**src/rtl/flash_lock_pkg.sv**
```systemverilog
// shared constants for the flash lock-bit host controller
// assumes a 100 MHz pclk and an APB register port with 32-bit data
package flash_lock_pkg;

  // ----------------------------------------------------------------
  // clock and bus timing
  // ----------------------------------------------------------------
  localparam int CLK_PERIOD_NS = 10;  // pclk period
  localparam int T_STROBE_NS   = 50;  // least write or read strobe width
  localparam int STROBE_CYC    =      // least time, rounded up
    (T_STROBE_NS + CLK_PERIOD_NS - 1) / CLK_PERIOD_NS;

  // ----------------------------------------------------------------
  // register byte offsets
  // ----------------------------------------------------------------
  localparam logic [11:0] OFS_CTRL   = 12'h000;  // op, pins, go
  localparam logic [11:0] OFS_STAT   = 12'h004;  // controller state
  localparam logic [11:0] OFS_ADDR   = 12'h008;  // block address
  localparam logic [11:0] OFS_CODE   = 12'h00C;  // status pin code

  // ----------------------------------------------------------------
  // control register fields
  // ----------------------------------------------------------------
  localparam int CTRL_OP_LSB  = 0;   // op select, 3 bits
  localparam int CTRL_OP_W    = 3;
  localparam int CTRL_WP_BIT  = 4;   // write-protect level
  localparam int CTRL_RP_BIT  = 5;   // reset/power-down level
  localparam int CTRL_GO_BIT  = 8;   // start pulse, reads zero

  // ----------------------------------------------------------------
  // status register fields
  // ----------------------------------------------------------------
  localparam int STAT_BUSY_BIT = 0;  // sequence running
  localparam int STAT_REDO_BIT = 1;  // clear lock-bits must repeat
  localparam int STAT_REF_BIT  = 2;  // last go refused
  localparam int STAT_PIN_BIT  = 3;  // status pin level
  localparam int STAT_SR_LSB   = 8;  // last device status byte

  // ----------------------------------------------------------------
  // device status byte bits
  // ----------------------------------------------------------------
  localparam int SR_READY_BIT   = 7;  // status_ready_bit
  localparam int SR_CLR_ERR_BIT = 5;  // erase_clear_lock_error_bit
  localparam int SR_SET_ERR_BIT = 4;  // program_set_lock_error_bit
  localparam int SR_SUPPLY_BIT  = 3;  // supply_low_bit
  localparam int SR_PROT_BIT    = 1;  // device_protect_bit

  // ----------------------------------------------------------------
  // operations and status pin codes
  // ----------------------------------------------------------------
  localparam logic [2:0] OP_SET_LOCK   = 3'h0;
  localparam logic [2:0] OP_CLEAR_LOCK = 3'h1;
  localparam logic [2:0] OP_PIN_CONFIG = 3'h2;
  localparam logic [2:0] OP_CLEAR_SR   = 3'h3;

  localparam logic [1:0] PIN_LEVEL     = 2'h0;  // ready/busy level mode
  localparam logic [1:0] PIN_PULSE_ERS = 2'h1;  // pulse on erase events
  localparam logic [1:0] PIN_PULSE_WR  = 2'h2;  // pulse on write events
  localparam logic [1:0] PIN_PULSE_ALL = 2'h3;  // pulse on all events

  // ----------------------------------------------------------------
  // sequencer states
  // ----------------------------------------------------------------
  typedef enum logic [5:0] {
    S_IDLE  = 6'b000001,  // waiting for go
    S_FIRST = 6'b000010,  // setup or single command write
    S_SECND = 6'b000100,  // confirm or code write
    S_POLL  = 6'b001000,  // status read until ready
    S_CLRSR = 6'b010000,  // clear status after an error
    S_WAIT  = 6'b100000   // bus cycle finishing
  } seq_state_e;

endpackage : flash_lock_pkg

```
**src/rtl/flash_bus_cycle.sv**
```systemverilog
// one asynchronous write or read cycle on the flash command bus
// assumes the device samples address and data on the rising write strobe
module flash_bus_cycle
  import flash_lock_pkg::*;
#(
  parameter int ADDR_W = 21,
  parameter int DATA_W = 16
) (
  // clock and reset
  input  wire logic              pclk,
  input  wire logic              presetn,
  // request and answer
  input  wire logic              start,
  input  wire logic              is_read,
  input  wire logic [ADDR_W-1:0] addr,
  input  wire logic [DATA_W-1:0] wdata,
  output logic                   done,
  output logic      [DATA_W-1:0] rdata,
  // flash pins
  output logic      [ADDR_W-1:0] flash_addr,
  output logic      [DATA_W-1:0] flash_dq_out,
  output logic                   flash_dq_oe_n,
  input  wire logic [DATA_W-1:0] flash_dq_in,
  output logic                   flash_ce_n,
  output logic                   flash_we_n,
  output logic                   flash_oe_n
);

  localparam int CNT_W = 8;

  // refuse a strobe count the 8-bit counter cannot hold
  if (STROBE_CYC < 1 || STROBE_CYC > 250) begin : g_bad_strobe
    $error("flash_bus_cycle: strobe count out of range");
  end

  // ----------------------------------------------------------------
  // phase: 0 idle, 1 setup, 2 strobe, 3 hold
  // ----------------------------------------------------------------
  logic [1:0]       phase_reg;  // cycle phase
  logic [CNT_W-1:0] cnt_reg;    // strobe cycles left
  logic             rd_reg;     // cycle is a read

  // cycle sequencing and pin drive
  always_ff @(posedge pclk or negedge presetn) begin
    if (!presetn) begin
      phase_reg     <= 2'h0;
      cnt_reg       <= '0;
      rd_reg        <= 1'b0;
      done          <= 1'b0;
      rdata         <= '0;
      flash_addr    <= '0;
      flash_dq_out  <= '0;
      flash_dq_oe_n <= 1'b1;
      flash_ce_n    <= 1'b1;
      flash_we_n    <= 1'b1;
      flash_oe_n    <= 1'b1;
    end else begin
      done <= 1'b0;
      case (phase_reg)
        2'h0: begin  // accept request, present address
          if (start) begin
            phase_reg     <= 2'h1;
            rd_reg        <= is_read;
            flash_addr    <= addr;
            flash_dq_out  <= wdata;
            flash_dq_oe_n <= is_read;
            flash_ce_n    <= 1'b0;
          end
        end
        2'h1: begin  // open the strobe
          phase_reg  <= 2'h2;
          cnt_reg    <= CNT_W'(STROBE_CYC - 1);
          flash_we_n <= rd_reg;
          flash_oe_n <= !rd_reg;
        end
        2'h2: begin  // hold strobe, then close it
          if (cnt_reg != '0) begin
            cnt_reg <= cnt_reg - CNT_W'(1);
          end else begin
            phase_reg  <= 2'h3;
            rdata      <= flash_dq_in;
            flash_we_n <= 1'b1;
            flash_oe_n <= 1'b1;
          end
        end
        default: begin  // data hold, release bus
          phase_reg     <= 2'h0;
          done          <= 1'b1;
          flash_ce_n    <= 1'b1;
          flash_dq_oe_n <= 1'b1;
        end
      endcase
    end
  end

endmodule : flash_bus_cycle

```
**src/rtl/flash_lock_host.sv**
```systemverilog
// host controller for flash block lock bits and status pin setup
// assumes an APB master on the register side and a flash on the pins
//
// Notes on behaviour
// - set lock: setup write, then confirm write
// - host polls ready bit for completion
// - host checks error bit, clears status
// - clear lock: setup write, then confirm write
// - aborted clear must be repeated by host
// - pin config: command, code; reset high
module flash_lock_host
  import flash_lock_pkg::*;
#(
  parameter int         ADDR_W        = 21,
  parameter int         DATA_W        = 16,
  parameter logic [7:0] CMD_LOCK_SET  = 8'h11,  // opcode, plain default
  parameter logic [7:0] CMD_LOCK_CLR  = 8'h22,  // opcode, plain default
  parameter logic [7:0] CMD_CONFIRM   = 8'h33,  // opcode, plain default
  parameter logic [7:0] CMD_PIN_CFG   = 8'h44,  // opcode, plain default
  parameter logic [7:0] CMD_CLEAR_SR  = 8'h55   // opcode, plain default
) (
  // clock and reset
  input  wire logic              pclk,
  input  wire logic              presetn,
  // apb slave
  input  wire logic              psel,
  input  wire logic              penable,
  input  wire logic              pwrite,
  input  wire logic [11:0]       paddr,
  input  wire logic [31:0]       pwdata,
  output logic      [31:0]       prdata,
  output logic                   pready,
  output logic                   pslverr,
  // flash command bus
  output logic      [ADDR_W-1:0] flash_addr,
  output logic      [DATA_W-1:0] flash_dq_out,
  output logic                   flash_dq_oe_n,
  input  wire logic [DATA_W-1:0] flash_dq_in,
  output logic                   flash_ce_n,
  output logic                   flash_we_n,
  output logic                   flash_oe_n,
  // flash control pins
  output logic                   write_protect,
  output logic                   reset_powerdown_n,
  input  wire logic              status_output_pin
);

  // refuse widths the register map cannot carry
  if (ADDR_W < 1 || ADDR_W > 32 || DATA_W < 8 || DATA_W > 32)
  begin : g_bad_width
    $error("flash_lock_host: unsupported width");
  end

  // ----------------------------------------------------------------
  // registers and state
  // ----------------------------------------------------------------
  seq_state_e        state_reg;    // sequencer state
  seq_state_e        after_reg;    // state after the bus cycle
  logic [2:0]        op_reg;       // selected operation
  logic [ADDR_W-1:0] addr_reg;     // block address
  logic [1:0]        code_reg;     // status pin configuration code
  logic [7:0]        sr_reg;       // last device status byte
  logic              redo_reg;     // clear lock-bits must repeat
  logic              ref_reg;      // last go refused
  logic              pin_reg;      // status pin, sampled
  logic              cyc_start;    // bus cycle request
  logic              cyc_read;     // bus cycle is a read
  logic [7:0]        cyc_cmd;      // command byte for the cycle
  logic              cyc_done;     // bus cycle finished
  logic [DATA_W-1:0] cyc_rdata;    // data read by the cycle
  logic              apb_wr;       // write completes this edge
  logic              go;           // software start request
  logic              redo_go;      // automatic repeat of clear

  assign apb_wr  = psel && penable && pready && pwrite;
  assign go      = apb_wr && paddr == OFS_CTRL && pwdata[CTRL_GO_BIT];
  assign redo_go = redo_reg && reset_powerdown_n
                   && state_reg == S_IDLE && !go;

  // ----------------------------------------------------------------
  // apb slave: one wait state, registered answer
  // ----------------------------------------------------------------
  always_ff @(posedge pclk or negedge presetn) begin
    if (!presetn) begin
      pready  <= 1'b0;
      pslverr <= 1'b0;
      prdata  <= '0;
    end else begin
      pready  <= psel && penable && !pready;
      pslverr <= 1'b0;
      prdata  <= '0;
      if (psel && penable && !pready) begin
        case (paddr)
          OFS_CTRL: begin  // pin levels and op readback
            prdata[CTRL_OP_LSB +: CTRL_OP_W] <= op_reg;
            prdata[CTRL_WP_BIT] <= write_protect;
            prdata[CTRL_RP_BIT] <= reset_powerdown_n;
          end
          OFS_STAT: begin  // controller and device state
            prdata[STAT_BUSY_BIT] <= state_reg != S_IDLE;
            prdata[STAT_REDO_BIT] <= redo_reg;
            prdata[STAT_REF_BIT]  <= ref_reg;
            prdata[STAT_PIN_BIT]  <= pin_reg;
            prdata[STAT_SR_LSB +: 8] <= sr_reg;
          end
          OFS_ADDR: prdata[ADDR_W-1:0] <= addr_reg;
          OFS_CODE: prdata[1:0] <= code_reg;
          default:  pslverr <= 1'b1;  // unmapped
        endcase
      end
    end
  end

  // software writable fields; op and address frozen while busy
  always_ff @(posedge pclk or negedge presetn) begin
    if (!presetn) begin
      op_reg            <= OP_SET_LOCK;
      addr_reg          <= '0;
      code_reg          <= PIN_LEVEL;
      write_protect     <= 1'b0;
      reset_powerdown_n <= 1'b0;
    end else if (apb_wr) begin
      case (paddr)
        OFS_CTRL: begin
          write_protect     <= pwdata[CTRL_WP_BIT];
          reset_powerdown_n <= pwdata[CTRL_RP_BIT];
          if (state_reg == S_IDLE)
            op_reg <= pwdata[CTRL_OP_LSB +: CTRL_OP_W];
        end
        OFS_ADDR: begin
          if (state_reg == S_IDLE)
            addr_reg <= pwdata[ADDR_W-1:0];
        end
        OFS_CODE: code_reg <= pwdata[1:0];
        default: ;
      endcase
    end
  end

  // status pin sample, level mode low means busy
  always_ff @(posedge pclk or negedge presetn) begin
    if (!presetn) pin_reg <= 1'b1;
    else          pin_reg <= status_output_pin;
  end

  // ----------------------------------------------------------------
  // command sequencer
  // ----------------------------------------------------------------
  always_ff @(posedge pclk or negedge presetn) begin
    if (!presetn) begin
      state_reg <= S_IDLE;
      after_reg <= S_IDLE;
      cyc_start <= 1'b0;
      cyc_read  <= 1'b0;
      cyc_cmd   <= '0;
      ref_reg   <= 1'b0;
      sr_reg    <= '0;
    end else begin
      cyc_start <= 1'b0;
      case (state_reg)
        S_IDLE: begin
          if (go || redo_go) begin
            ref_reg <= 1'b0;
            if (!reset_powerdown_n) begin
              ref_reg <= 1'b1;
            end else begin
              state_reg <= S_FIRST;
            end
          end
        end
        S_FIRST: begin  // setup write, address of the block
          cyc_start <= 1'b1;
          cyc_read  <= 1'b0;
          case (redo_go ? OP_CLEAR_LOCK : op_reg)
            OP_SET_LOCK:   cyc_cmd <= CMD_LOCK_SET;
            OP_CLEAR_LOCK: cyc_cmd <= CMD_LOCK_CLR;
            OP_PIN_CONFIG: cyc_cmd <= CMD_PIN_CFG;
            default:       cyc_cmd <= CMD_CLEAR_SR;
          endcase
          after_reg <= (op_reg == OP_CLEAR_SR) ? S_IDLE : S_SECND;
          state_reg <= S_WAIT;
        end
        S_SECND: begin  // confirm or configuration code
          cyc_start <= 1'b1;
          cyc_read  <= 1'b0;
          if (op_reg == OP_PIN_CONFIG) begin
            cyc_cmd   <= {6'h00, code_reg};
            after_reg <= S_IDLE;
          end else begin
            cyc_cmd   <= CMD_CONFIRM;
            after_reg <= S_POLL;
          end
          state_reg <= S_WAIT;
        end
        S_POLL: begin  // reads now return status
          cyc_start <= 1'b1;
          cyc_read  <= 1'b1;
          after_reg <= S_POLL;
          state_reg <= S_WAIT;
        end
        S_CLRSR: begin  // error seen, clear device status
          cyc_start <= 1'b1;
          cyc_read  <= 1'b0;
          cyc_cmd   <= CMD_CLEAR_SR;
          after_reg <= S_IDLE;
          state_reg <= S_WAIT;
        end
        S_WAIT: begin
          if (cyc_done) begin
            state_reg <= after_reg;
            if (cyc_read) begin
              sr_reg <= cyc_rdata[7:0];
              if (!cyc_rdata[SR_READY_BIT])
                state_reg <= S_POLL;
              else if (cyc_rdata[SR_SET_ERR_BIT]
                       || cyc_rdata[SR_CLR_ERR_BIT])
                state_reg <= S_CLRSR;
              else
                state_reg <= S_IDLE;
            end
          end
        end
        default: state_reg <= S_IDLE;
      endcase
      if (!reset_powerdown_n && state_reg != S_IDLE
          && !(state_reg == S_WAIT && !cyc_done))
        state_reg <= S_IDLE;  // device reset aborts the sequence
    end
  end

  // clear aborted by reset: remember to repeat it
  always_ff @(posedge pclk or negedge presetn) begin
    if (!presetn) begin
      redo_reg <= 1'b0;
    end else if (!reset_powerdown_n && state_reg != S_IDLE
                 && op_reg == OP_CLEAR_LOCK) begin
      redo_reg <= 1'b1;
    end else if (state_reg == S_WAIT && cyc_done && cyc_read
                 && cyc_rdata[SR_READY_BIT]) begin
      redo_reg <= 1'b0;
    end
  end

  // ----------------------------------------------------------------
  // flash bus cycle engine
  // ----------------------------------------------------------------
  flash_bus_cycle #(
    .ADDR_W (ADDR_W),
    .DATA_W (DATA_W)
  ) u_cycle (
    .pclk          (pclk),
    .presetn       (presetn),
    .start         (cyc_start),
    .is_read       (cyc_read),
    .addr          (addr_reg),
    .wdata         (DATA_W'(cyc_cmd)),
    .done          (cyc_done),
    .rdata         (cyc_rdata),
    .flash_addr    (flash_addr),
    .flash_dq_out  (flash_dq_out),
    .flash_dq_oe_n (flash_dq_oe_n),
    .flash_dq_in   (flash_dq_in),
    .flash_ce_n    (flash_ce_n),
    .flash_we_n    (flash_we_n),
    .flash_oe_n    (flash_oe_n)
  );

endmodule : flash_lock_host

```
**config.mk**
```make
export PLATFORM = sky130hd
export DESIGN_NAME = flash_lock_host
export DESIGN_NICKNAME = d
export VERILOG_FILES = /design/src/rtl/flash_lock_pkg.sv /design/src/rtl/flash_bus_cycle.sv /design/src/rtl/flash_lock_host.sv
export SDC_FILE = /design/constraint.sdc
export NUM_CORES = 1
export LEC_CHECK = 0
export BUFFER_PORTS_ARGS = -buffer_cell sky130_fd_sc_hd__buf_2
export CAP_MARGIN = 30
export CORE_ASPECT_RATIO = 1.4
export CORE_MARGIN = 3
export CORE_UTILIZATION = 59
export CTS_BUF_LIST = sky130_fd_sc_hd__clkbuf_4 sky130_fd_sc_hd__clkbuf_8
export DETAILED_ROUTE_END_ITERATION = 10
export MAX_ROUTING_LAYER = met4
export PLACE_DENSITY = 0.88
export SETUP_SLACK_MARGIN = 0.15
export SYNTH_ARGS = -nofsm -noshare
export SYNTH_HDL_FRONTEND = slang
export SYNTH_SLANG_ARGS = --single-unit
```
**constraint.sdc**
```tcl
create_clock -name pclk -period 4.5 [get_ports pclk]
set_clock_uncertainty 0.05 [all_clocks]
set_input_delay 0.9 -clock pclk [delete_from_list [all_inputs] [get_ports pclk]]
set_output_delay 0.9 -clock pclk [all_outputs]
set_load 0.02 [all_outputs]
```
### After elaboration in Yosys (flattened, before gate mapping)

Cells that the tools add are included.

| operators by class | value |
|---|---|
| add/sub/neg operators | 1 |
| $mul | 0 |
| divide/modulo/power cells | 0 |
| magnitude comparators | 0 |
| eq/ne operators | 23 |
| shifts and indexed selects | 0 |
| multiplexer cells | 43 |
| bitwise operators | 2 |
| reduce and logical (&&, ||, !) cells | 51 |

Operators by type and width:

| operator | number |
|---|---|
| 6-bit two-way mux | 6 |
| 8-bit case mux with 2 select lines | 2 |
| 12-bit by 4-bit equality test with 1-bit output, second input constant | 2 |
| 6-bit case mux with 4 select lines | 1 |
| 8-bit case mux with 3 select lines | 1 |
| 21-bit two-way mux | 1 |
| 7-bit case mux with 3 select lines | 1 |
| 6-bit case mux with 3 select lines | 1 |
| 2-bit AND reduction | 9 |
| 1-bit logical AND | 16 |
| 5-bit two-way mux | 3 |
| 12-bit by 3-bit equality test with 1-bit output, second input constant | 1 |
| 12-bit zero test | 1 |
| 1-bit case mux with 2 select lines | 6 |
| 3-bit AND reduction | 4 |
| 1-bit two-way mux | 10 |
| 3-bit by 2-bit equality test with 1-bit output, second input constant | 3 |
| 8-bit two-way mux | 1 |
| 2-bit case mux with 4 select lines | 1 |
| 8-bit nonzero test | 1 |
| 4-bit OR reduction | 2 |
| 8-bit by 1-bit subtractor with 8-bit output, second input constant | 1 |
| 3-bit by 1-bit equality test with 1-bit output, second input constant | 2 |
| 6-bit by 1-bit equality test with 1-bit output, second input constant | 1 |
| other kinds (28) | 43 |

| storage, ports and cells | value |
|---|---|
| flip-flop bits (word level) | 137 |
| bits in latches | 0 |
| RAM bits | 0 |
| memory bits (read-only) | 0 |
| input port bits | 66 |
| output and inout port bits | 77 |
| logic and storage cells | 148 |
| memories kept | 0 |

### Longest topological paths before layout

| depth | value |
|---|---|
| depth in word-level cells | 11 |
| mapped depth | 7 |
| mapped depth without buffers | 7 |

### Hierarchy

Synthesis repeated with hierarchy kept, for this count alone.

| unflattened totals | value |
|---|---|
| cells, all modules | 490 |
| area total of the unflattened synthesis | 6351.1 µm² |

By module, submodules not included:

| module | times used | cells each | area each (µm²) | sequential area each (µm²) |
|---|---|---|---|---|
| flash_lock_host | 1 | 289 | 3413.3 | 1955.6 |
| flash_bus_cycle | 1 | 201 | 2937.8 | 1731.7 |

### Worst setup path before layout

OpenSTA, ideal clock, no wires.

| path | value |
|---|---|
| path type | input to register |
| start point | input paddr[1] |
| end point | register prdata[13] |
| library setup time | 0.069 ns |
| data arrival time | 2.495 ns |
| data required time | 4.381 ns |
| path slack | 1.886 ns |
| stages on the path | 6 |
| cell sequence | nor4_1 > and3_1 > nand2_1 > nor3_1 > clkbuf_1 > a22o_1 |

| on the way | value |
|---|---|
| cells in the longest elaborated chain, start to end | 3 |
| elaborated cells between the ends (all ways) | 4 |
| those cells by class | eq/ne (2); mux (2) |

Ends and longest elaborated chain:

| item | line | source |
|---|---|---|
| from (decl) | flash_lock_host.sv:29 | `input wire logic [11:0] paddr,` |
| 12-bit by 4-bit equality test with 1-bit output or 12-bit by 3-bit equality test with 1-bit output (tied branches) | flash_lock_host.sv:93 | `case (paddr)` |
| 8-bit case mux with 2 select lines (*) | flash_lock_host.sv:93 |  |
| 21-bit two-way mux (*) | flash_lock_host.sv:92 | `if (psel && penable && !pready) begin` |
| to (signal, indexed assignment) | flash_lock_host.sv:95 | `prdata[CTRL_OP_LSB +: CTRL_OP_W] <= op_reg;` |
| to (signal, indexed assignment) | flash_lock_host.sv:96 | `prdata[CTRL_WP_BIT] <= write_protect;` |
| to (signal, indexed assignment) | flash_lock_host.sv:97 | `prdata[CTRL_RP_BIT] <= reset_powerdown_n;` |
| to (decl) | flash_lock_host.sv:31 | `output logic [31:0] prdata,` |

Mark *: on every way between the ends. The rest lies on a longest branch, timed or not.
A chain may end at the register's enable or synchronous reset.

### Worst setup path in the final report

| path | value |
|---|---|
| start point | register u_cycle.cnt_reg[3] |
| end point | register u_cycle.rdata[2] |

| on the way | value |
|---|---|
| cells in the longest elaborated chain, start to end | 3 |

Ends and longest elaborated chain:

| item | line | source |
|---|---|---|
| from (decl) | flash_bus_cycle.sv:40 | `logic [CNT_W-1:0] cnt_reg;` |
| from (signal assigned) | flash_bus_cycle.sv:72 | `cnt_reg <= CNT_W'(STROBE_CYC - 1);` |
| from (signal assigned) | flash_bus_cycle.sv:78 | `cnt_reg <= cnt_reg - CNT_W'(1);` |
| 8-bit nonzero test | flash_bus_cycle.sv:77 | `if (cnt_reg != '0) begin` |
| 1-bit NOT (no line) | - |  |
| 2-bit AND reduction (no line) | - |  |
| to (signal assigned) | flash_bus_cycle.sv:81 | `rdata <= flash_dq_in;` |
| to (decl) | flash_bus_cycle.sv:18 | `output logic [DATA_W-1:0] rdata,` |

No other way between the ends.

==> metrics.md <==
| Metric | Value |
|---|---|
| Status | `finished clean` |
| Fraction of registers with async set or reset after synthesis | `1.00` |
| Signed area change from the synthesized netlist to the final layout | `16.9%` |
| EDFF count, synth | `0` |
| Classification of the worst setup path | `flip-flop to flip-flop` |
| Die height | `between 100 and 150 µm` |
| Total gr overflow | `0` |
| Dpl hpwl | `between 8000 and 9000 µm` |
| Series of cell instances along the critical path | `or3_1 > nor4_1 > nand2_1 > mux2_2` |
| Slowest Stage Delay on Critical Path | `roughly 0.78 ns` |
| Share of the yosys chip area belonging to registers | `0.574` |
| Number of global-route vias before repair | `around 4,000` |
| Total number of cells along the worst setup path | `4` |
| Total power divided by cell area | `346 nW/µm²` |
| Transition at the pin with the smallest max-transition slack | `1.02 ns` |
| Period minus WS final | `2.77 ns` |
| Clock tree sinks | `approximately 130` |
| Number of unique standard cell types used by synthesis | `a little under 60` |
| Worst voltage drop across the vdd grid | `a little under 0.3 mV` |
| Full die area | `roughly 11,000 µm²` |
| Skew-Pair Late Insertion Delay | `approximately 0.44 ns` |
| Number of slew-limit violations in the final report | `0` |
| Cts bufs inserted | `17` |
| Buffer type at the clock tree root | `sky130_fd_sc_hd__clkbuf_8` |
| TritonCTS clock tree | `done` |
| Final Routed Wirelength | `between 10,000 and 15,000 µm` |
| Worst hold path cell count | `1` |
| Fraction of post-synthesis cell area in the top cell type by area | `0.541` |
| Worst Path Required | `between 4 and 5 ns` |
| Largest buffer count on any clock path | `2` |
| Remaining routing DRC violations | `0` |
| Maximum operating frequency | `~0.36 GHz` |
| Reported leakage power | `around 3.4 nW` |
| Hold buffers post-CTS | `0` |
| Width of the die | `88.3 µm` |
| Top library cells by usage in the layout, fill and taps aside | `121 x sky130_fd_sc_hd__dfrtp_1, 101 x sky130_fd_sc_hd__buf_2, 70 x sky130_fd_sc_hd__mux2_2` |
| Most common cell after layout, fill and taps aside | `sky130_fd_sc_hd__dfrtp_1` |
| Final-report setup violation count | `0` |
| Final antenna diode count | `0` |
| Dominant register cell in the synthesized netlist | `sky130_fd_sc_hd__dfrtp_1` |
| Worst R2R Path Depth | `4` |
| Mapped Cells | `about 450` |
| Worst setup slack after placement | `1.43 ns` |
| Maximum number of pins on one net before global-route repair | `72` |
| Ranking of synthesized cells by area | `sky130_fd_sc_hd__dfrtp_1 54%, sky130_fd_sc_hd__mux2_2 14%, sky130_fd_sc_hd__dfstp_2 3.3%, sky130_fd_sc_hd__buf_4 3.0%, sky130_fd_sc_hd__a22o_1 2.0%` |
| Core ar. | `between 9000 and 10,000 µm²` |
| Number of detailed-route iterations in the first pass | `4` |
| CP top delay family | `simple AND/OR/NAND/NOR gates` |
| RSZ-0062 raised after global routing | `false` |
| Final hold violation count | `0` |
| Max FO, Critical Path | `9` |
| Mean instance size in the synthesized netlist | `between 10 and 15 µm²` |
| Setup slack after layout | `1.73 ns` |
| Post-CTS Setup Bufs | `0` |
| Min-delay worst type | `flip-flop to flip-flop` |
| Number of antenna violations at the first check in global routing | `0` |
| Global-route wire length before repair | `between 15,000 and 20,000 µm` |
| Warning count from the yosys run | `0` |
| DR WL/cell | `17.5 µm` |
| H-tree depth reported by CTS | `4` |
| Final worst path period share | `0.615` |
| Starting Density | `0.613` |
| Total number of vias | `3,890` |
| Data arrival time of the critical path | `3.04 ns` |
| Maxcap violations | `0` |
| Detail-routed via count per cell | `5.75` |
| Post-cts repair resize count | `0` |
| Number of synthesized register bits | `128` |
| Biggest area consumer among synthesized cells | `sky130_fd_sc_hd__dfrtp_1` |
| Capturing element type of the critical path | `flip-flop` |
| Register clock-pin slew on the reported worst setup and hold paths | `0.08 ns` |
| Startpoint type of the worst setup path | `flip-flop` |
| Final standard cell utilization of the core | `0.716` |
| Buf+Inv Stages, Crit Path | `0` |
| Cell at the slowest stage of the critical path | `sky130_fd_sc_hd__nor4_1` |
| Final-layout worst hold slack | `0.436 ns` |
| Weighted congestion reported at the end of routability-driven placement | `0.872` |
| Slew margin rel. | `0.308` |
| Core Rows | `a little over 40` |
| Post-Syn Area | `approximately 5600 µm²` |
| Number of routed nets with antenna violations | `0` |
| Top-level I/O count | `approximately 140` |
| Number of nets at the end of the flow | `~630` |
| Number of buffers added on ports | `102` |
| Initial detailed-routing violation count | `about 150` |
| Global router's overall resource usage | `0.246` |
| Share of final-layout standard cells stronger than drive strength 1 | `0.396` |
| Final TNS setup | `0 ns` |
==> cell usage after synthesis (2+ instances only) <==
master	instances
sky130_fd_sc_hd__dfrtp_1	121
sky130_fd_sc_hd__mux2_2	70
sky130_fd_sc_hd__nor2_1	27
sky130_fd_sc_hd__buf_4	22
sky130_fd_sc_hd__nand2_1	21
sky130_fd_sc_hd__o21ai_0	15
sky130_fd_sc_hd__inv_1	14
sky130_fd_sc_hd__a22o_1	13
sky130_fd_sc_hd__clkbuf_1	13
sky130_fd_sc_hd__nor3_1	13
sky130_fd_sc_hd__and2_1	11
sky130_fd_sc_hd__a21oi_1	7
sky130_fd_sc_hd__dfstp_2	7
sky130_fd_sc_hd__nand3_1	7
sky130_fd_sc_hd__ha_1	6
sky130_fd_sc_hd__mux2i_1	5
sky130_fd_sc_hd__nor2b_1	5
sky130_fd_sc_hd__nor4_1	5
sky130_fd_sc_hd__and3_1	4
sky130_fd_sc_hd__nand2b_1	4
sky130_fd_sc_hd__nand3b_1	4
sky130_fd_sc_hd__nor3b_1	4
sky130_fd_sc_hd__a21o_1	3
sky130_fd_sc_hd__a31oi_1	3
sky130_fd_sc_hd__buf_6	3
sky130_fd_sc_hd__nand4_1	3
sky130_fd_sc_hd__a211o_1	2
sky130_fd_sc_hd__a211oi_1	2
sky130_fd_sc_hd__mux4_2	2
sky130_fd_sc_hd__o211ai_1	2
sky130_fd_sc_hd__o21a_1	2
sky130_fd_sc_hd__o22a_1	2
sky130_fd_sc_hd__xor2_1	2
==> power by group <==
part	switching, mW	internal, mW
registers	0.00337	1.16
logic	0.0533	0.0214
clock network	0.451	0.577
==> path summary, 6_finish.rpt <==
kind	start	to	slack, ns
setup / recovery	u_cycle.cnt_reg[3]$_DFFE_PN0P_	u_cycle.rdata[2]$_DFFE_PN0P_	1.73
hold / removal	after_reg[2]$_DFFE_PN0N_	after_reg[2]$_DFFE_PN0N_	0.44
setup reg to reg	u_cycle.cnt_reg[3]$_DFFE_PN0P_	u_cycle.rdata[2]$_DFFE_PN0P_	1.73
hold reg to reg	after_reg[2]$_DFFE_PN0N_	after_reg[2]$_DFFE_PN0N_	0.44
max in group asynchronous	presetn	pin_reg$_DFF_PN1_	2.93
min in group asynchronous	presetn	u_cycle.cnt_reg[3]$_DFFE_PN0P_	0.51
==> kinds of logic after synthesis <==
kind of cell | after synthesis | synth area share
AOI/OAI and AO/OA | 60 | 0.0753
xor gates and xnor gates | 3 | 0.00470
adders and majority gates | 6 | 0.0134
buffers and inverters | 53 | 0.0545
DFF | 128 | 0.574
muxes | 78 | 0.160
other | 1 | 0.000670
and+or+nand+nor | 120 | 0.118
==> area by class of cell <==
class / instances / area (µm²)
clock buffer: 20 / 263
clock inverter: 12 / 158
fill: 624 / 2590
inverter: 14 / 52.6
multi-input combinational: 288 / 2160
sequential: 128 / 3210
tap: 107 / 134
timing repair buffer: 108 / 562
==> per-layer routing <==
layer / vias up / global-route usage / part of all wire
li1: 1771 / - / -
met1: 1947 / 0.279 / 0.38
met2: 140 / 0.412 / 0.54
met3: 32 / 0.0591 / 0.048
met4: 0 / 0.106 / 0.026
met5: - / - / 0
==> per-stage QoR <==
| stage | instances | cell area [µm²] | power, mW |
|---|---|---|---|
| 3_3_place_gp | 644 | 6110 | 1.25 |
| 4_1_cts | 677 | 6540 | 2.28 |
| 3_5_place_dp | 645 | 6120 | 1.26 |
| 6_report | 677 | 6540 | 2.26 |
| 2_1_floorplan | 469 | 5670 | 1.22 |
| 5_1_grt | 677 | 6540 | 2.35 |
Note: power is estimated with default switching activity, not from simulation.
